==> config.mk <==
export PLATFORM = sky130hd
export DESIGN_NAME = tap_port
export DESIGN_NICKNAME = d
export VERILOG_FILES = /design/src/rtl/tap_pkg.sv /design/src/rtl/tap_link_if.sv /design/src/rtl/tap_fsm.sv /design/src/rtl/tap_bsr.sv /design/src/rtl/tap_port.sv
export SDC_FILE = /design/constraint.sdc
export NUM_CORES = 1
export LEC_CHECK = 0
export BUFFER_PORTS_ARGS = -buffer_cell sky130_fd_sc_hd__buf_2
export CORE_ASPECT_RATIO = 2
export CORE_MARGIN = 4
export CORE_UTILIZATION = 35
export DETAILED_ROUTE_END_ITERATION = 8
export PLACE_DENSITY = 0.59
export SYNTH_ARGS = -nofsm -noshare
export SYNTH_HDL_FRONTEND = slang
export SYNTH_SLANG_ARGS = --single-unit
==> constraint.sdc <==
create_clock -name clk -period 3.99 [get_ports clk]
set_input_delay 0.399 -clock clk [delete_from_list [all_inputs] [get_ports clk]]
set_output_delay 0.399 -clock clk [all_outputs]
set_load 0.05 [all_outputs]
==> src/rtl/tap_pkg.sv <==
/*
  Shared constants and types of the boundary-scan test port: instruction codes,
  scan register sizes, controller states and the register map of the bus slave.
  Assumes nothing of its surroundings.
*/
package tap_pkg;
  // scan register sizes
  localparam int IR_W = 3;
  localparam int ID_W = 32;
  localparam int BSR_W = 109;
  localparam int OE_CELL = 108;

  // instruction codes
  localparam logic [IR_W-1:0] INS_EXT_TEST = 3'h0;
  localparam logic [IR_W-1:0] INS_IDENT = 3'h1;
  localparam logic [IR_W-1:0] INS_SAMPLE_Z = 3'h2;
  localparam logic [IR_W-1:0] INS_SAMPLE = 3'h4;
  localparam logic [IR_W-1:0] INS_BYPASS = 3'h7;
  localparam logic [1:0] IR_CAPT_PAT = 2'h1;

  // identification code: value is arbitrary, bit 0 marks an id register
  localparam logic [ID_W-1:0] ID_CODE_DEF = 32'h0A5C_3001;

  // boundary cells after reset: output-enable cell high, the rest low
  localparam logic [BSR_W-1:0] BSR_UPD_RST = {1'b1, {(BSR_W-1){1'b0}}};

  // consecutive high tms edges that always reach test-logic-reset
  localparam logic [2:0] TMS_RST_EDGES = 3'h5;

  // register map of the bus slave, byte addresses
  localparam int ADDR_W = 4;
  localparam logic [ADDR_W-1:0] REG_STATUS = 4'h0;
  localparam logic [ADDR_W-1:0] REG_CTRL = 4'h4;
  localparam logic [ADDR_W-1:0] REG_IDREAD = 4'h8;
  localparam int ST_STATE_LSB = 0;
  localparam int ST_IR_LSB = 4;
  localparam int ST_OE_BIT = 7;
  localparam int ST_HIGHZ_BIT = 8;
  localparam int ST_EXT_BIT = 9;
  localparam int CTRL_RST_BIT = 0;

  // controller states
  typedef enum logic [3:0] {
    ST_EX2_DR = 4'h0, ST_EX1_DR = 4'h1, ST_SH_DR = 4'h2, ST_PA_DR = 4'h3,
    ST_SEL_IR = 4'h4, ST_UPD_DR = 4'h5, ST_CAP_DR = 4'h6, ST_SEL_DR = 4'h7,
    ST_EX2_IR = 4'h8, ST_EX1_IR = 4'h9, ST_SH_IR = 4'hA, ST_PA_IR = 4'hB,
    ST_IDLE = 4'hC, ST_UPD_IR = 4'hD, ST_CAP_IR = 4'hE, ST_RESET = 4'hF
  } tap_state_t;
endpackage

==> src/rtl/tap_link_if.sv <==
/*
  Signals shared between the port core, its state machine and its boundary
  register. Assumes all three sit on the one system clock.
*/
interface tap_link_if;
  import tap_pkg::*;
  logic tck_rise;
  logic tck_fall;
  logic tms;
  logic tdi;
  logic soft_rst;
  tap_state_t state;
  logic [IR_W-1:0] ir;
  logic [BSR_W-1:0] pin_snap;
  logic bsr_so;
  logic [BSR_W-1:0] bsr_upd;
  modport core (output tck_rise, tck_fall, tms, tdi, soft_rst, ir, pin_snap,
                input state, bsr_so, bsr_upd);
  modport fsm (input tck_rise, tms, soft_rst, output state);
  modport bsr (input tck_rise, tck_fall, tdi, state, ir, pin_snap,
               output bsr_so, bsr_upd);
endinterface

==> src/rtl/tap_fsm.sv <==
/*
  Sixteen-state test port controller, stepped by the detected rising test
  clock edge. Assumes tms is already synchronised to clk.
*/
module tap_fsm
  import tap_pkg::*;
(
  input wire logic clk,
  input wire logic sys_rst,
  tap_link_if.fsm lnk
);
  tap_state_t state_r;
  tap_state_t state_nxt;
  logic t;

  // next state from the sampled tms level
  always_comb begin
    t = lnk.tms;
    state_nxt = state_r;
    case (state_r)
      ST_RESET: state_nxt = t ? ST_RESET : ST_IDLE;
      ST_IDLE: state_nxt = t ? ST_SEL_DR : ST_IDLE;
      ST_SEL_DR: state_nxt = t ? ST_SEL_IR : ST_CAP_DR;
      ST_CAP_DR: state_nxt = t ? ST_EX1_DR : ST_SH_DR;
      ST_SH_DR: state_nxt = t ? ST_EX1_DR : ST_SH_DR;
      ST_EX1_DR: state_nxt = t ? ST_UPD_DR : ST_PA_DR;
      ST_PA_DR: state_nxt = t ? ST_EX2_DR : ST_PA_DR;
      ST_EX2_DR: state_nxt = t ? ST_UPD_DR : ST_SH_DR;
      ST_UPD_DR: state_nxt = t ? ST_SEL_DR : ST_IDLE;
      ST_SEL_IR: state_nxt = t ? ST_RESET : ST_CAP_IR;
      ST_CAP_IR: state_nxt = t ? ST_EX1_IR : ST_SH_IR;
      ST_SH_IR: state_nxt = t ? ST_EX1_IR : ST_SH_IR;
      ST_EX1_IR: state_nxt = t ? ST_UPD_IR : ST_PA_IR;
      ST_PA_IR: state_nxt = t ? ST_EX2_IR : ST_PA_IR;
      ST_EX2_IR: state_nxt = t ? ST_UPD_IR : ST_SH_IR;
      ST_UPD_IR: state_nxt = t ? ST_SEL_DR : ST_IDLE;
      default: state_nxt = ST_RESET;
    endcase
  end

  // state advances only on a rising test clock edge
  always_ff @(posedge clk) begin
    if (sys_rst || lnk.soft_rst) begin
      state_r <= ST_RESET;
    end else if (lnk.tck_rise) begin
      state_r <= state_nxt;
    end
  end

  assign lnk.state = state_r;

  property p_idle_step;
    @(posedge clk) disable iff (sys_rst || lnk.soft_rst)
      lnk.tck_rise && state_r == ST_IDLE && lnk.tms |=> state_r == ST_SEL_DR;
  endproperty
  a_idle_step: assert property (p_idle_step)
    else $error("idle with tms high did not go to select-dr");

  property p_hold_state;
    @(posedge clk) disable iff (sys_rst)
      !lnk.tck_rise && !lnk.soft_rst |=> $stable(state_r);
  endproperty
  a_hold_state: assert property (p_hold_state)
    else $error("state moved without a rising test clock edge");
endmodule

==> src/rtl/tap_bsr.sv <==
/*
  Boundary scan register: capture stage, shift path and latched update stage
  whose top cell gates the output bus. Assumes the controller state and
  instruction arrive on the same clock.
*/
module tap_bsr
  import tap_pkg::*;
(
  input wire logic clk,
  input wire logic sys_rst,
  tap_link_if.bsr lnk
);
  logic [BSR_W-1:0] sr_r;
  logic [BSR_W-1:0] upd_r;

  // which instructions put the chain in the path or may latch it
  wire sel = lnk.ir == INS_EXT_TEST || lnk.ir == INS_SAMPLE_Z || lnk.ir == INS_SAMPLE;
  wire upd_ok = lnk.ir == INS_EXT_TEST || lnk.ir == INS_SAMPLE;
  wire cap_en = lnk.tck_rise && lnk.state == ST_CAP_DR && sel;
  wire sh_en = lnk.tck_rise && lnk.state == ST_SH_DR && sel;
  wire upd_en = lnk.tck_fall && lnk.state == ST_UPD_DR && upd_ok;

  // capture of pin snapshot, then shift toward the low end
  always_ff @(posedge clk) begin
    if (cap_en) begin
      sr_r <= lnk.pin_snap;
    end else if (sh_en) begin
      sr_r <= {lnk.tdi, sr_r[BSR_W-1:1]};
    end
  end

  // update stage, preset in reset and test-logic-reset
  always_ff @(posedge clk) begin
    if (sys_rst || lnk.state == ST_RESET) begin
      upd_r <= BSR_UPD_RST;
    end else if (upd_en) begin
      upd_r <= sr_r;
    end
  end

  assign lnk.bsr_so = sr_r[0];
  assign lnk.bsr_upd = upd_r;

  property p_capture;
    @(posedge clk) disable iff (sys_rst) cap_en |=> sr_r == $past(lnk.pin_snap);
  endproperty
  a_capture: assert property (p_capture)
    else $error("capture-dr did not load the pin snapshot");

  property p_preload;
    @(posedge clk) disable iff (sys_rst) upd_en |=> upd_r == $past(sr_r);
  endproperty
  a_preload: assert property (p_preload)
    else $error("update-dr did not latch the shifted pattern");

  property p_oe_preset;
    @(posedge clk) disable iff (sys_rst)
      lnk.state == ST_RESET |=> upd_r[OE_CELL] ##1 upd_r[OE_CELL];
  endproperty
  a_oe_preset: assert property (p_oe_preset)
    else $error("output-enable cell not preset high in reset state");
endmodule

==> src/rtl/tap_port.sv <==
/*
  Boundary-scan test access port of a synchronous memory: pin synchronisers,
  instruction register, identification and bypass registers, output bus
  control, and an Avalon-MM slave with waitrequest for status and control.
  Assumes tck, tms, tdi and the pin ring come from outside the clk domain and
  that tck is far slower than clk.
*/
// The Avalon-MM register port and the address map were chosen for this implementation.
module tap_port
  import tap_pkg::*;
#(
  parameter logic [ID_W-1:0] ID_VALUE = ID_CODE_DEF
) (
  input wire logic clk,
  input wire logic sys_rst,
  input wire logic tck,
  input wire logic tms,
  input wire logic tdi,
  output logic tdo,
  output logic tdo_oe,
  input wire logic [BSR_W-1:0] ring_in,
  input wire logic core_q_oe,
  output logic q_bus_oe,
  output logic [BSR_W-2:0] ring_drive,
  output logic extest_on,
  input wire logic [ADDR_W-1:0] avs_address,
  input wire logic avs_read,
  input wire logic avs_write,
  input wire logic [31:0] avs_writedata,
  output logic [31:0] avs_readdata,
  output logic avs_waitrequest
);
  tap_link_if lnk();

  logic [1:0] tck_sync_r;
  logic [1:0] tms_sync_r;
  logic [1:0] tdi_sync_r;
  logic tck_prev_r;
  logic [BSR_W-1:0] ring_s1_r;
  logic [BSR_W-1:0] ring_s2_r;
  logic [IR_W-1:0] ir_r;
  logic [IR_W-1:0] ir_sr_r;
  logic [ID_W-1:0] id_sr_r;
  logic byp_r;
  logic tdo_r;
  logic tdo_oe_r;
  logic q_oe_r;
  logic ack_r;
  logic [31:0] rdata_r;
  logic soft_rst_r;
  logic [2:0] tms_hi_cnt_r;

  // two-stage synchronisers for the test pins and the pin ring
  always_ff @(posedge clk) begin
    tck_sync_r <= {tck_sync_r[0], tck};
    tms_sync_r <= {tms_sync_r[0], tms};
    tdi_sync_r <= {tdi_sync_r[0], tdi};
    ring_s1_r <= ring_in;
    ring_s2_r <= ring_s1_r;
  end

  // edge memory of the synchronised test clock
  always_ff @(posedge clk) begin
    if (sys_rst) begin
      tck_prev_r <= 1'b0;
    end else begin
      tck_prev_r <= tck_sync_r[1];
    end
  end

  // test clock edges and sampled inputs
  wire tck_rise = tck_sync_r[1] && !tck_prev_r;
  wire tck_fall = !tck_sync_r[1] && tck_prev_r;
  wire tms_s = tms_sync_r[1];
  wire tdi_s = tdi_sync_r[1];
  tap_state_t st;

  assign lnk.tck_rise = tck_rise;
  assign lnk.tck_fall = tck_fall;
  assign lnk.tms = tms_s;
  assign lnk.tdi = tdi_s;
  assign lnk.soft_rst = soft_rst_r;
  assign lnk.ir = ir_r;
  assign lnk.pin_snap = ring_s2_r;
  assign st = lnk.state;

  tap_fsm u_fsm (
    .clk(clk),
    .sys_rst(sys_rst),
    .lnk(lnk.fsm)
  );

  tap_bsr u_bsr (
    .clk(clk),
    .sys_rst(sys_rst),
    .lnk(lnk.bsr)
  );

  // instruction decode; reserved codes fall back to the bypass path
  wire is_ext = ir_r == INS_EXT_TEST;
  wire is_id = ir_r == INS_IDENT;
  wire is_hz = ir_r == INS_SAMPLE_Z;
  wire is_smp = ir_r == INS_SAMPLE;
  wire use_bsr = is_ext || is_hz || is_smp;
  wire rise_cap_ir = tck_rise && st == ST_CAP_IR;
  wire rise_sh_ir = tck_rise && st == ST_SH_IR;
  wire fall_upd_ir = tck_fall && st == ST_UPD_IR;
  wire rise_cap_dr = tck_rise && st == ST_CAP_DR;
  wire rise_sh_dr = tck_rise && st == ST_SH_DR;

  // instruction shift stage and current instruction
  always_ff @(posedge clk) begin
    if (sys_rst || st == ST_RESET) begin
      ir_r <= INS_IDENT;
      ir_sr_r <= INS_IDENT;
    end else if (rise_cap_ir) begin
      ir_sr_r <= {1'b0, IR_CAPT_PAT};
    end else if (rise_sh_ir) begin
      ir_sr_r <= {tdi_s, ir_sr_r[IR_W-1:1]};
    end else if (fall_upd_ir) begin
      ir_r <= ir_sr_r;
    end
  end

  // identification and bypass data registers
  always_ff @(posedge clk) begin
    if (sys_rst) begin
      id_sr_r <= ID_VALUE;
      byp_r <= 1'b0;
    end else if (rise_cap_dr) begin
      id_sr_r <= ID_VALUE;
      byp_r <= 1'b0;
    end else if (rise_sh_dr) begin
      id_sr_r <= {tdi_s, id_sr_r[ID_W-1:1]};
      byp_r <= tdi_s;
    end
  end

  // serial output source for the current state and instruction
  wire tdo_nxt = (st == ST_SH_IR) ? ir_sr_r[0] :
                 use_bsr ? lnk.bsr_so :
                 is_id ? id_sr_r[0] : byp_r;
  wire tdo_oe_nxt = st == ST_SH_IR || st == ST_SH_DR;

  // tdo and its enable change only on the falling test clock edge
  always_ff @(posedge clk) begin
    if (sys_rst) begin
      tdo_r <= 1'b0;
      tdo_oe_r <= 1'b0;
    end else if (tck_fall) begin
      tdo_r <= tdo_nxt;
      tdo_oe_r <= tdo_oe_nxt;
    end
  end

  // output bus enable: float under sample-z, enable cell under external test
  wire q_oe_nxt = is_hz ? 1'b0 : is_ext ? lnk.bsr_upd[OE_CELL] : core_q_oe;

  always_ff @(posedge clk) begin
    if (sys_rst) begin
      q_oe_r <= 1'b0;
    end else begin
      q_oe_r <= q_oe_nxt;
    end
  end

  // consecutive high tms edges, saturating
  always_ff @(posedge clk) begin
    if (sys_rst) begin
      tms_hi_cnt_r <= 3'h0;
    end else if (tck_rise) begin
      if (!tms_s) begin
        tms_hi_cnt_r <= 3'h0;
      end else if (tms_hi_cnt_r != TMS_RST_EDGES) begin
        tms_hi_cnt_r <= 3'(tms_hi_cnt_r + 3'h1);
      end
    end
  end

  assign tdo = tdo_r;
  assign tdo_oe = tdo_oe_r;
  assign q_bus_oe = q_oe_r;
  assign ring_drive = lnk.bsr_upd[BSR_W-2:0];
  assign extest_on = is_ext;

  // bus slave: one wait cycle per access
  wire req = avs_read || avs_write;
  wire sel_status = avs_address == REG_STATUS;
  wire sel_ctrl = avs_address == REG_CTRL;
  wire sel_idread = avs_address == REG_IDREAD;
  wire [31:0] status_word = {22'h0, is_ext, is_hz, lnk.bsr_upd[OE_CELL], ir_r, 4'(st)};
  wire [31:0] rd_mux = sel_status ? status_word : sel_idread ? ID_VALUE : 32'h0;
  wire wr_rst = avs_write && ack_r && sel_ctrl && avs_writedata[CTRL_RST_BIT];

  always_ff @(posedge clk) begin
    if (sys_rst) begin
      ack_r <= 1'b0;
      rdata_r <= 32'h0;
      soft_rst_r <= 1'b0;
    end else begin
      ack_r <= req && !ack_r;
      soft_rst_r <= wr_rst;
      if (avs_read && !ack_r) begin
        rdata_r <= rd_mux;
      end
    end
  end

  assign avs_waitrequest = req && !ack_r;
  assign avs_readdata = rdata_r;

  property p_ir_capture;
    @(posedge clk) disable iff (sys_rst) rise_cap_ir |=> ir_sr_r[1:0] == IR_CAPT_PAT;
  endproperty
  a_ir_capture: assert property (p_ir_capture)
    else $error("capture-ir did not load the 01 pattern");

  property p_ir_update;
    @(posedge clk) disable iff (sys_rst) fall_upd_ir |=> ir_r == $past(ir_sr_r);
  endproperty
  a_ir_update: assert property (p_ir_update)
    else $error("update-ir did not make the shifted code current");

  property p_ir_hold;
    @(posedge clk) disable iff (sys_rst)
      !fall_upd_ir && st != ST_RESET |=> $stable(ir_r);
  endproperty
  a_ir_hold: assert property (p_ir_hold)
    else $error("instruction changed outside update-ir");

  property p_reset_ident;
    @(posedge clk) disable iff (sys_rst) st == ST_RESET |=> ir_r == INS_IDENT;
  endproperty
  a_reset_ident: assert property (p_reset_ident)
    else $error("test-logic-reset did not select identification");

  property p_id_load;
    @(posedge clk) disable iff (sys_rst) rise_cap_dr |=> id_sr_r == ID_VALUE;
  endproperty
  a_id_load: assert property (p_id_load)
    else $error("capture-dr did not load the identification code");

  property p_bypass_shift;
    @(posedge clk) disable iff (sys_rst) rise_sh_dr |=> byp_r == $past(tdi_s);
  endproperty
  a_bypass_shift: assert property (p_bypass_shift)
    else $error("bypass cell did not take tdi");

  property p_highz;
    @(posedge clk) disable iff (sys_rst) is_hz ##1 is_hz |-> !q_oe_r;
  endproperty
  a_highz: assert property (p_highz)
    else $error("output bus driven under sample-z");

  property p_extest_oe;
    @(posedge clk) disable iff (sys_rst)
      is_ext |=> q_oe_r == $past(lnk.bsr_upd[OE_CELL]);
  endproperty
  a_extest_oe: assert property (p_extest_oe)
    else $error("output bus enable does not follow the enable cell");

  property p_tdo_fall;
    @(posedge clk) disable iff (sys_rst) !tck_fall |=> $stable(tdo_r) && $stable(tdo_oe_r);
  endproperty
  a_tdo_fall: assert property (p_tdo_fall)
    else $error("tdo changed away from a falling test clock edge");

  property p_five_tms;
    @(posedge clk) disable iff (sys_rst) tms_hi_cnt_r == TMS_RST_EDGES |-> st == ST_RESET;
  endproperty
  a_five_tms: assert property (p_five_tms)
    else $error("five high tms edges did not reach test-logic-reset");
endmodule

# == After elaboration in Yosys (flattened, before gate mapping) ==
# Cells that the tools add are included.
# op_classes
n_eq_ne,20
muxes,21
bitwise,2
n_reduce_logical,37
# ops
op,count
two-way mux 109 bit,2
two-way mux 28 bit,2
one-hot mux 4 bit (12 select lines),1
"== test 4 bit, second input constant",9
"== test 4 x 3 -> 1 bit, second input constant",5
logical AND 1 bit,16
two-way mux 2 bit,6
two-way mux 3 bit,4
OR reduction 2 bit,5
"== test 4 x 2 -> 1 bit, second input constant",2
logical NOT 4 bit,2
logical OR 1 bit,7
two-way mux 1 bit,5
"== test 4 x 1 -> 1 bit, second input constant",1
two-way mux 4 bit,1
"== test 3 x 1 -> 1 bit, second input constant",1
"== test 3 x 2 -> 1 bit, second input constant",1
"== test 3 bit, second input constant",1
logical NOT 1 bit,3
logical NOT 3 bit,1
AND reduction 3 bit,1
OR reduction 3 bit,1
inverter 1 bit,2
nonzero test 2 bit,1
# word_totals
register_bits,523
input_bits,153
out_inout_bits,145
wordCells,99

# == Logic depth before layout (Yosys ltp) ==
# Gate-level depths: netlist (run 1).
# logic_depth
depth_word,6
ltp_mapped,8
mapped_depth_nobuf,4

# == Modules after synthesis ==
# Synthesis (run 1) repeated with hierarchy kept, for this count alone.
# unflattened
hier_cells,1260
hier_area_um2,15731.3
# by_module_without_submodules
mod,n_inst,cells_per_inst,area_per_inst_um2,seq_area_each_um2
tap_bsr,1,734,8755.9,5455.2
tap_port,1,497,6742.7,5585.4
tap_fsm,1,29,232.7,80.1

# == Least setup slack after synthesis (run 1) ==
# OpenSTA, ideal clock, no wires.
# synth_timing
kind,register to register
start,reg tck_prev_r
end,reg u_bsr.sr_r[0] (enable)
setup_ns,0.481
arrival_ns,3.692
required_ns,3.509
slack_ns,-0.183
stages_incl_launch_ff,6
period_less_slack_ns,4.173
path_cell_list,dfxtp_1 > nand2b_1 > buf_2 > nor3_4 > clkbuf_1 > and2_1
# synth_via
elab_chain_cells,5
# synth_rtl
item,line_no,source
from (decl),tap_port.sv:38,logic tck_prev_r;
from (signal assigned),tap_port.sv:67,tck_prev_r <= tck_sync_r[1];
logical NOT 1 bit *,tap_port.sv:72,wire tck_rise = tck_sync_r[1] && !tck_prev_r;
logical AND 1 bit *,tap_port.sv:72,
"logical AND 1 bit, on equally long branches (2 in a row)","tap_bsr.sv:20, tap_bsr.sv:19",
nonzero test 2 bit (no source line) *,--,
to (signal assigned),tap_bsr.sv:26,sr_r <= lnk.pin_snap;
to (signal assigned),tap_bsr.sv:28,"sr_r <= {lnk.tdi, sr_r[BSR_W-1:1]};"
to (decl),tap_bsr.sv:13,logic [BSR_W-1:0] sr_r;
# Every way passes the cells marked *; elsewhere a longest branch is shown, timed or not.
# A chain may end at the register's enable or synchronous reset.

# == Final worst setup path (run 1) ==
# layout_timing
start,"reg u_fsm.state_r[1], in the netlist u_fsm.lnk.state[1]"
end,reg u_bsr.sr_r[0] (enable)
# layout_via
elab_chain_cells,4
# layout_rtl
item,line_no,source
from (decl),tap_fsm.sv:12,tap_state_t state_r;
from (signal assigned),tap_fsm.sv:46,state_r <= state_nxt;
== test 4 x 2 -> 1 bit / == test 4 x 3 -> 1 bit (equally long branches),"tap_bsr.sv:20, tap_bsr.sv:19",
"logical AND 1 bit, on equally long branches (2 in a row)","tap_bsr.sv:20, tap_bsr.sv:19",
nonzero test 2 bit (no source line) *,--,
# Marks and branches as above.

==> results of run 1 <==
critical path: cells and delay by family (launching register included):
family	cells	cell delay, ns
buf+inv	2	0.75
simple gates	3	1.18
flops	1	0.60
per-layer routing:
metal | global-route usage | share of wire | vias up
met2 | 0.250 | 0.53 | 263
li1 | - | - | 4856
met4 | 0.0530 | 0.033 | 0
met1 | 0.151 | 0.39 | 4627
met5 | 0 | 0 | -
met3 | 0.0240 | 0.046 | 82
layout make-up:
class	count	area (µm²)	area share
Clock buffer	56	1190	0.0602
Clock inverter	26	250	0.0127
Inverter	2	7.51	0.000381
Multi-Input combinational cell	655	3890	0.197
Sequential cell	501	11100	0.564
Tap cell	565	707	0.0359
Timing Repair Buffer	379	2540	0.129
power by group:
group,internal [mW],switching [mW]
logic,0.152,0.177
clock network,2.28,1.89
registers,5.28,0.0462
sequential cells by signal, summed over array words and instances (netlist names), 2 cells and up:
register	count
id_sr_r	32
tdi_sync_r	2
avs_readdata	11
ring_s1_r	109
ir_sr_r	3
tck_sync_r	2
u_fsm.lnk.state	4
ir_r	3
u_bsr.sr_r	109
tms_sync_r	2
u_bsr.lnk.bsr_upd	109
lnk.pin_snap	109
Yosys cell counts, types with 2 or more instances:
master    count  area, µm²
buf_2        17       85.1
edfxtp_1    109       3270
nor3_1       16       80.1
mux2i_1       5       50.1
nor2b_1       5       31.3
nand4b_1      2       17.5
nand3b_1     23        173
clkbuf_1     47        176
buf_6         2       22.5
o211ai_1      2       15.0
nand3_1       5       25.0
o21ai_0       8       40.0
a21oi_1     143        716
nor3b_1       2       15.0
nand2_1     251        942
dfxtp_1     392       7850
mux2_2       99       1110
o21bai_1      9       67.6
nand2b_1      4       25.0
buf_1         9       33.8
or4_1         2       15.0
mux2_4       10        150
nor2_1       29        109
buf_4       129        968
inv_1         2       7.51
a22oi_1       8       60.1
per-stage QoR:
step / hold slack, ns / setup slack [ns] / cells / cell area, µm² / power, mW
after floorplan: 0.310 / 1.01 / 1362 / 16300 / 5.57
after global placement: 0.311 / 1.14 / 1990 / 17200 / 5.68
after detailed placement: 0.312 / 1.08 / 1990 / 17200 / 5.68
after CTS: 0.0830 / 1.07 / 2184 / 19700 / 9.98
after global routing: 0.0911 / 0.862 / 2184 / 19700 / 10.2
final: 0.117 / 1.12 / 2184 / 19700 / 9.83
final timing paths:
| check | start | end | slack (ns) | depth (start not counted) |
|---|---|---|---|---|
| worst min-delay path | core_q_oe | q_bus_oe | 0.12 | 3 |
| worst max-delay path | u_fsm.lnk.state[1] | u_bsr.sr_r[0] | 1.12 | 5 |
| worst min register to register | ring_s1_r[94] | lnk.pin_snap[94] | 0.32 | 0 |
| worst max register to register | u_fsm.lnk.state[1] | u_bsr.sr_r[0] | 1.12 | 5 |
what timing repair did:
action	CTS	global route
hold endpoints to repair	112	0
endpoints found under the setup margin	0	0
hold buffers	112	0
placed cells by master (no fill, tap or decap), types with 2 or more instances in the layout:
| cell | n |
|---|---|
| clkinv_2 | 5 |
| nor3b_1 | 2 |
| a21oi_1 | 143 |
| clkinv_8 | 3 |
| nand2_1 | 251 |
| nand3b_1 | 23 |
| clkinv_1 | 4 |
| mux2_2 | 99 |
| nand2b_1 | 4 |
| nor2_1 | 29 |
| o21ai_0 | 8 |
| o21bai_1 | 9 |
| nand4b_1 | 2 |
| nand3_1 | 4 |
| nor2b_1 | 5 |
| clkbuf_1 | 8 |
| buf_12 | 4 |
| or4_1 | 2 |
| buf_2 | 252 |
| edfxtp_1 | 109 |
| clkinvlp_4 | 3 |
| clkbuf_8 | 4 |
| clkbuf_16 | 44 |
| o211ai_1 | 2 |
| dlygate4sd3_1 | 112 |
| mux2i_1 | 5 |
| mux2_4 | 10 |
| buf_4 | 11 |
| nor3_1 | 16 |
| a22oi_1 | 8 |
| conb_1 | 14 |
| dfxtp_1 | 392 |
| clkinv_4 | 6 |
| bufinv_16 | 2 |
| inv_1 | 2 |
cell families after synthesis:
| family | count (synthesis) | synth area share |
|---|---|---|
| flops | 501 | 0.685 |
| other cells | 1 | 0.000231 |
| simple gates | 349 | 0.0943 |
| compound gates | 178 | 0.0594 |
| buf+inv | 206 | 0.0797 |
| mux | 114 | 0.0810 |
==> results.yml, run 1 <==
placement:
  dp_hpwl_mm: 22.6
  io_buffers: 252
  gp_congestion: 0.772
yosys:
  synth_seq_cells: 501
  async_flop_share: 0
  synth_cell_types: 45
  avgSynthCellArea_um2: 12.0
  synthCells: 1349
  yosys_warnings: 0
  synth_seq_area_share: 0.685
  syn_area_um2: 16200
  synth_edf_count: 109
  synth_flop_cell: "dfxtp_1"
finish:
  antenna_cells: 0
  fillers: 4239
  nets: 1736
  finish.utilization: 0.430
  post_route_cells_drive_above_1_share: 0.281
  area_delta_synth_final_pct: 21.4
sta:
  maxSlewHeadroom: 0.294
  fmax_mhz: 348
  drv_slew: 0
  skew_ns: 0.0151
  setup_violations: 0
  rsz0062_at_grt: "false"
  hold_violations: 0
  worst_slew_pin_slew_ns: 1.06
  period_needed_ns: 2.87
  fin_crit_sh: 0.720
  fin_tns_setup_ns: 0
global_routing:
  grt_pass1_wl_mm: 54.4
  antenna_found_initial: 0
  grt.total_usage: 0.135
  grt_pass1_vias: 10038
  grt_max_degree: 74
  grt-ovfl-total: 0
worst_setup_path:
  crit_chain: "nand2b_1 -> nor3_4 -> buf_4 -> and2_4 -> buf_4"
  max_stage_delay_ns: 0.60
  critPathArrivalTime_ns: 3.10
  cp-end-kind: "register"
  path_class: "reg2reg"
  cp_slowest_cell: "dfxtp_1"
  path_max_fanout: 37
  path_common_cell: "buf_4"
  cp-start-kind: "register"
  required_ns: 4.21
detailed_routing:
  drt_first_pass_iters: 6
  vias_per_cell: 4.50
  dr.first_iter.drc_count: 449
  drt-wirelength-per-cell_um: 16.0
  dr_total_vias: 9828
  drc: 0
  final_antenna_net_count: 0
  wl_mm: 34.9
job:
  drv_cap: 0
clocking:
  htreeDepth: 2
  cts_buffer_depth: 3
  post_cts_buffers: 0
  cts_buffers: 44
  tritoncts: "done"
  clk_latency_ns: 0.56
  cts.sinks: 501
  cts-resized-gates: 0
  clockRootBuffer: "clkbuf_16"
  cts.clk_slew.worst_paths_ns: 0.06
floorplanning:
  rows: 111
  core_area_um2: 45800
  die_x_um: 160
  die_h_um: 313
  die_area_um2: 50100
  initial_utilization: 0.354
  ios: 298
power_and_ir_drop:
  cellPowerDensity_nw_per_um2: 499
  peakVddDrop_v: 0.000347
  p_leak_nw: 7.43
status:
  status: "complete, no violations"
worst_hold_path:
  hp-class: "in2reg"
Power figures use the tool's default switching activity.
==> run 2, diff against run 1 <==
ABC_AREA = 1   (was default)
clock period = 2.4 ns   (was 3.99 ns; I/O delays follow)
==> run 2 against run 1 <==
Global-route usage up 0.33 points. Register-to-register slack got worse by 0.72 ns. Highest routed layer unchanged. First-iteration DRC count is 34% higher. Wire length grew 1.6%. Area after synthesis is 0.33% higher. Flip-flop and latch count unchanged. Clock power up 69%. Worst hold slack worse by 0.017 ns. Worst setup slack lost 0.72 ns.
==> results.yml, run 2 <==
status:
  status: "complete, no violations"
clocking:
  htreeDepth: 2
  tritoncts: "done"
  cts.sinks: 501
  clockRootBuffer: "clkbuf_16"
  clk_latency_ns: 0.55
  post_cts_buffers: 0
  cts_buffer_depth: 3
  cts.clk_slew.worst_paths_ns: 0.07
  cts_buffers: 44
worst_setup_path:
  cp-end-kind: "register"
  required_ns: 2.70
  reg2reg_slack_ns: 0.40
  path_class: "reg2reg"
  r2r_cells: 9
  cp_slowest_cell: "dfxtp_1"
  crit_chain: "inv_1 -> nand2_1 -> nor2_2 -> nand2_1 -> nor2_4 -> nand2_4 -> buf_4 -> nand2_1 -> nand2_1"
  r2r-start: "tck_prev_r"
  max_stage_delay_ns: 0.31
  critPathArrivalTime_ns: 2.31
  timing.rr.end: "u_bsr.sr_r[96]"
  path_common_cell: "nand2_1"
  cp-start-kind: "register"
  path_max_fanout: 57
finish:
  final_common_cell: "dfxtp_1"
  seq_area_um2: 11100
  finish.utilization: 0.434
  post_route_cells_drive_above_1_share: 0.186
  layout_common_cells: "dfxtp_1, nand2_1, buf_2"
  nets: 2009
  area_delta_synth_final_pct: 22.6
  multi_input_area_um2: 3770
  fillers: 4373
yosys:
  yosys.area.top_type: "dfxtp_1"
  yosys_warnings: 0
  avgSynthCellArea_um2: 10.1
  synth.most_common_cell: "dfxtp_1"
  synth_top_area_frac: 0.482
  syn_area_um2: 16300
  synth_cell_types: 25
  synthCells: 1619
  synth_flop_cell: "dfxtp_1"
  synth_seq_area_share: 0.683
  synth_seq_cells: 501
  synth_edf_count: 109
  synth_area_leaders: "dfxtp_1, edfxtp_1, nand2_1"
  async_flop_share: 0
  ys_top_cells_by_count: "dfxtp_1, nand2_1, nor2_1"
sta:
  setup_violations: 0
  fin_crit_sh: 0.834
  maxSlewHeadroom: 0.492
  hold_violations: 0
  finalWorstSetupSlack_ns: 0.399
  worst_slew_pin_slew_ns: 0.762
  rsz0062_at_grt: "false"
  fmax_mhz: 500
  period_needed_ns: 2.00
  skew_ns: 0.00995
  fin_tns_setup_ns: 0
  drv_slew: 0
  holdWs_ns: 0.0999
global_routing:
  grt_pass1_wl_mm: 56.7
  antenna_found_initial: 7
  grt.total_usage: 0.138
  grt-ovfl-total: 0
  grt_max_degree: 113
  grt_pass1_vias: 10870
floorplanning:
  initial_utilization: 0.354
  die_area_um2: 50200
  die_h_um: 313
  die_x_um: 161
  core_area_um2: 46000
  ios: 298
  rows: 111
placement:
  dp_hpwl_mm: 23.0
  pre_cts_slack_ns: 0.410
  io_buffers: 252
  gp_congestion: 0.793
detailed_routing:
  drt-wirelength-per-cell_um: 14.1
  final_antenna_net_count: 0
  dr_total_vias: 10957
  wl_mm: 35.4
  dr.first_iter.drc_count: 602
  drt_first_pass_iters: 7
  vias_per_cell: 4.35
  drc: 0
power_and_ir_drop:
  p_leak_nw: 8.25
  cellPowerDensity_nw_per_um2: 835
  peakVddDrop_v: 0.000760
job:
  drv_cap: 0
worst_hold_path:
  hp-class: "in2reg"
  min_path_cells: 6
  holdPathEnd: "avs_readdata[0]"
  hold_path.startpoint: "avs_address[2]"
-- run 2: cell types whose count changed in the layout (fill, tap and decap cells not counted), moves of 20 or more --
cell and delta:
mux2_2 -99, nor2_1 +209, a21oi_1 -97, o21ai_0 +121, inv_1 +20, nand3b_1 -23, nand3_1 +122, nand2_1 +71
-- run 2: timing repair --
action                                 4_1_cts  5_1_grt
resized for setup                            0        0
hold buffers                               120        0
endpoints found under the hold margin      122        0
-- run 2: worst max-delay path by stage --
stage | from | slack [ns] | to
after floorplan | u_fsm.lnk.state[0] | 0.32 | u_bsr.sr_r[0]
after global placement | tck_sync_r[1] | 0.44 | u_bsr.sr_r[19]
after detailed placement | tck_sync_r[1] | 0.41 | u_bsr.sr_r[49]
after CTS | ir_r[0] | 0.37 | extest_on
after global routing | tck_sync_r[1] | 0.19 | u_bsr.sr_r[70]
final | tck_prev_r | 0.40 | u_bsr.sr_r[96]
-- run 2: critical path, delay by kind of cell (launching register included) --
kind / cells / cell delay, ns
and+or+nand+nor: 7 / 1.02
DFF: 1 / 0.31
buffers and inverters: 2 / 0.37
-- run 2: cells by family (layout without fill, tap and decap cells) --
logic type             after synthesis  in the layout  share of synthesized area
AOI/OAI and AO/OA                  181            181                     0.0566
buffers and inverters              241            499                     0.0893
DFF                                501            501                      0.683
other                                1             21                   0.000230
and+or+nand+nor                    695            695                      0.171
-- run 2: metrics by stage --
stage          cell area (µm²)  total power, mW  instances
5_1_grt                  20000             17.3       2517
3_5_place_dp             17300             9.64       2311
6_report                 20000             16.7       2518
2_1_floorplan            16300             9.42       1632
3_3_place_gp             17300             9.63       2311
4_1_cts                  19900             16.9       2511
-- run 2: layout make-up --
| cell class | instances | share of cell area |
|---|---|---|
| flip-flops and latches | 501 | 0.557 |
| clock inverters | 17 | 0.00683 |
| multi-input cells | 890 | 0.189 |
| inverters | 28 | 0.00545 |
| well taps | 621 | 0.0389 |
| repair buffers | 391 | 0.135 |
| diodes | 7 | 0.000878 |
| clock buffers | 63 | 0.0665 |
-- run 2: per-layer routing --
layer	global-route usage	wire length (µm)
met2	0.249	18100
met5	0	0
met3	0.0275	1710
met4	0.0665	1390
met1	0.154	14200
-- run 2: power by group --
| part | total (mW) | switching [mW] | internal (mW) |
|---|---|---|---|
| sequential | 8.86 | 0.0754 | 8.79 |
| clock | 7.06 | 3.06 | 4.00 |
| combinational | 0.737 | 0.436 | 0.301 |
==> run 3, diff against run 2 <==
ABC_AREA = 0   (was 1)
clock period = 1.74 ns   (was 2.4 ns; I/O delays follow)
==> run 3 against run 2 <==
Core utilization increased by 1.9 points. Non-clock buffer count increased by 42. Flip-flop and latch count is the same. Die area fell by 0.32%. Largest cell class unchanged. Maximum frequency up 15%. Worst setup slack lost 0.40 ns. Worst hold slack improved by 0.16 ns. Sequential power is 38% higher.
==> results.yml, run 3 (synthesis gave the netlist of run 1 again) <==
status:
  status: "complete, no violations"
worst_setup_path:
  cp_num_buf_inv: 1
  cp-start-kind: "register"
  crit_chain: "nand2b_4 -> nor3_4 -> nand3_4 -> buf_12 -> mux2_2"
  cp-end-kind: "register"
  path_class: "reg2reg"
  required_ns: 2.03
  path_max_fanout: 47
  max_stage_delay_ns: 0.33
  critPathArrivalTime_ns: 2.03
  cp_slowest_cell: "dfxtp_2"
  critPathTopFamily: "simple AND/OR/NAND/NOR gates"
power_and_ir_drop:
  p_clk_frac: 0.438
  p_leak_nw: 7.92
  pwr-share-comb: 0.037
  p_int_mw: 18.4
  power_switching_mw: 4.87
  swShare: 0.209
  peakVddDrop_v: 0.00108
  seq_power_share: 0.524
  cellPowerDensity_nw_per_um2: 1120
finish:
  nets: 1791
  final_common_cell: "dfxtp_1"
  area_delta_synth_final_pct: 28.1
  post_route_cells_drive_above_1_share: 0.321
  design_area_um2: 20800
  layout.cells.non_filler: 2243
  layout_common_cells: "dfxtp_1, buf_2, nand2_1"
sta:
  rsz0062_at_grt: "true"
  finalWorstSetupSlack_ns: 0.00238
  fin_tns_setup_ns: 0
  skew_ns: 0.0143
  fmax_mhz: 576
  setup_violations: 0
  drv_slew: 0
  period_needed_ns: 1.74
  holdWs_ns: 0.255
  fin_crit_sh: 0.999
  hold_violations: 0
placement:
  dp.cells: 2012
  placed_cell_area_um2: 17500
  io_buffers: 252
  pre_cts_slack_ns: -0.0144
  dp_hpwl_mm: 23.4
  gp_congestion: 0.793
floorplanning:
  die_area_um2: 50100
  die_x_um: 160
  core_area_um2: 45800
  rows: 111
  initial_utilization: 0.354
  die_h_um: 313
  ios: 298
global_routing:
  grt_pass1_wl_mm: 56.3
  grt_max_degree: 72
  grt-ovfl-total: 0
  grt_pass1_vias: 10432
  grt.total_usage: 0.139
  antenna_found_initial: 2
detailed_routing:
  dr_total_vias: 10176
  wl_mm: 38.3
  drt-wirelength-per-cell_um: 17.1
  drt_first_pass_iters: 5
  dr.first_iter.drc_count: 496
  vias_per_cell: 4.54
  drc: 0
  final_antenna_net_count: 0
clocking:
  clk_latency_ns: 0.55
  tritoncts: "done"
  htreeDepth: 2
  cts_buffer_depth: 3
  cts.sinks: 501
  cts_buffers: 45
  cts.clk_slew.worst_paths_ns: 0.07
  clockRootBuffer: "clkbuf_16"
job:
  drv_cap: 0
worst_hold_path:
  hp-class: "in2reg"
-- run 3: cell types whose count changed in the layout (fill, tap and decap cells not counted), sizes merged, moves of 73 or more --
| cell | change |
|---|---|
| a21oi | +97 |
| mux2 | +109 |
| nand2 | -73 |
| nand3 | -121 |
| o21ai | -121 |
| nor2 | -211 |
-- run 3: area by class of cell --
class	count	area, µm²
Antenna cell	3	7.51
Fill cell	4162	25100
Timing Repair Buffer	433	3380
Clock buffer	64	1340
Clock inverter	20	201
Sequential cell	501	11100
Inverter	2	7.51
Tap cell	565	707
Multi-Input combinational cell	655	4010
-- run 3: power groups by stage --
stage | Clock (mW) | Sequential [mW] | Combinational, mW
floorplan | 0 | 12.4 | 0.355
global placement | 0 | 12.4 | 0.618
detailed placement | 0 | 12.5 | 0.626
CTS | 10.5 | 12.2 | 0.847
global route | 11.0 | 12.2 | 0.931
finish | 10.2 | 12.2 | 0.865
-- run 3: worst register-to-register path, delay by kind of cell (launching register included) --
kind          cells  cell delay (ns)
buf+inv           1             0.23
flops             1             0.33
mux               1             0.36
simple gates      3             0.56
-- run 3: repair_timing --
item / CTS / global route
pin swaps: 1 / 3
hold buffers: 123 / 0
cloned: 0 / 14
hold endpoints to repair: 118 / 0
resized for setup: 5 / 34
buffers inserted: 0 / 8
setup endpoints to repair: 7 / 196
-- run 3: per-layer routing --
metal  track usage  wire [µm]  part of all wire  vias to the layer above
met2         0.260      20500              0.54                      310
met1         0.152      14500              0.38                     4811
met3        0.0252       1840             0.048                       82
li1              -          -                 -                     4973
met5             0          0                 0                        -
met4        0.0632       1470             0.038                        0
-- run 3: final timing paths --
| check | start | end | slack [ns] | depth (start not counted) |
|---|---|---|---|---|
| worst min register to register | ring_s1_r[61] | lnk.pin_snap[61] | 0.32 | 0 |
| worst min-delay path | ring_in[48] | ring_s1_r[48] | 0.26 | 2 |
| worst max-delay path | tck_prev_r | u_bsr.sr_r[25] | 0.002 | 5 |
| worst max register to register | tck_prev_r | u_bsr.sr_r[25] | 0.002 | 5 |
-- run 3: through the flow --
stage | utilization | total power, mW
2_1_floorplan | - | 12.8
3_3_place_gp | 0.382 | 13.1
3_5_place_dp | 0.382 | 13.1
4_1_cts | 0.443 | 23.6
5_1_grt | 0.453 | 24.1
6_report | 0.453 | 23.3
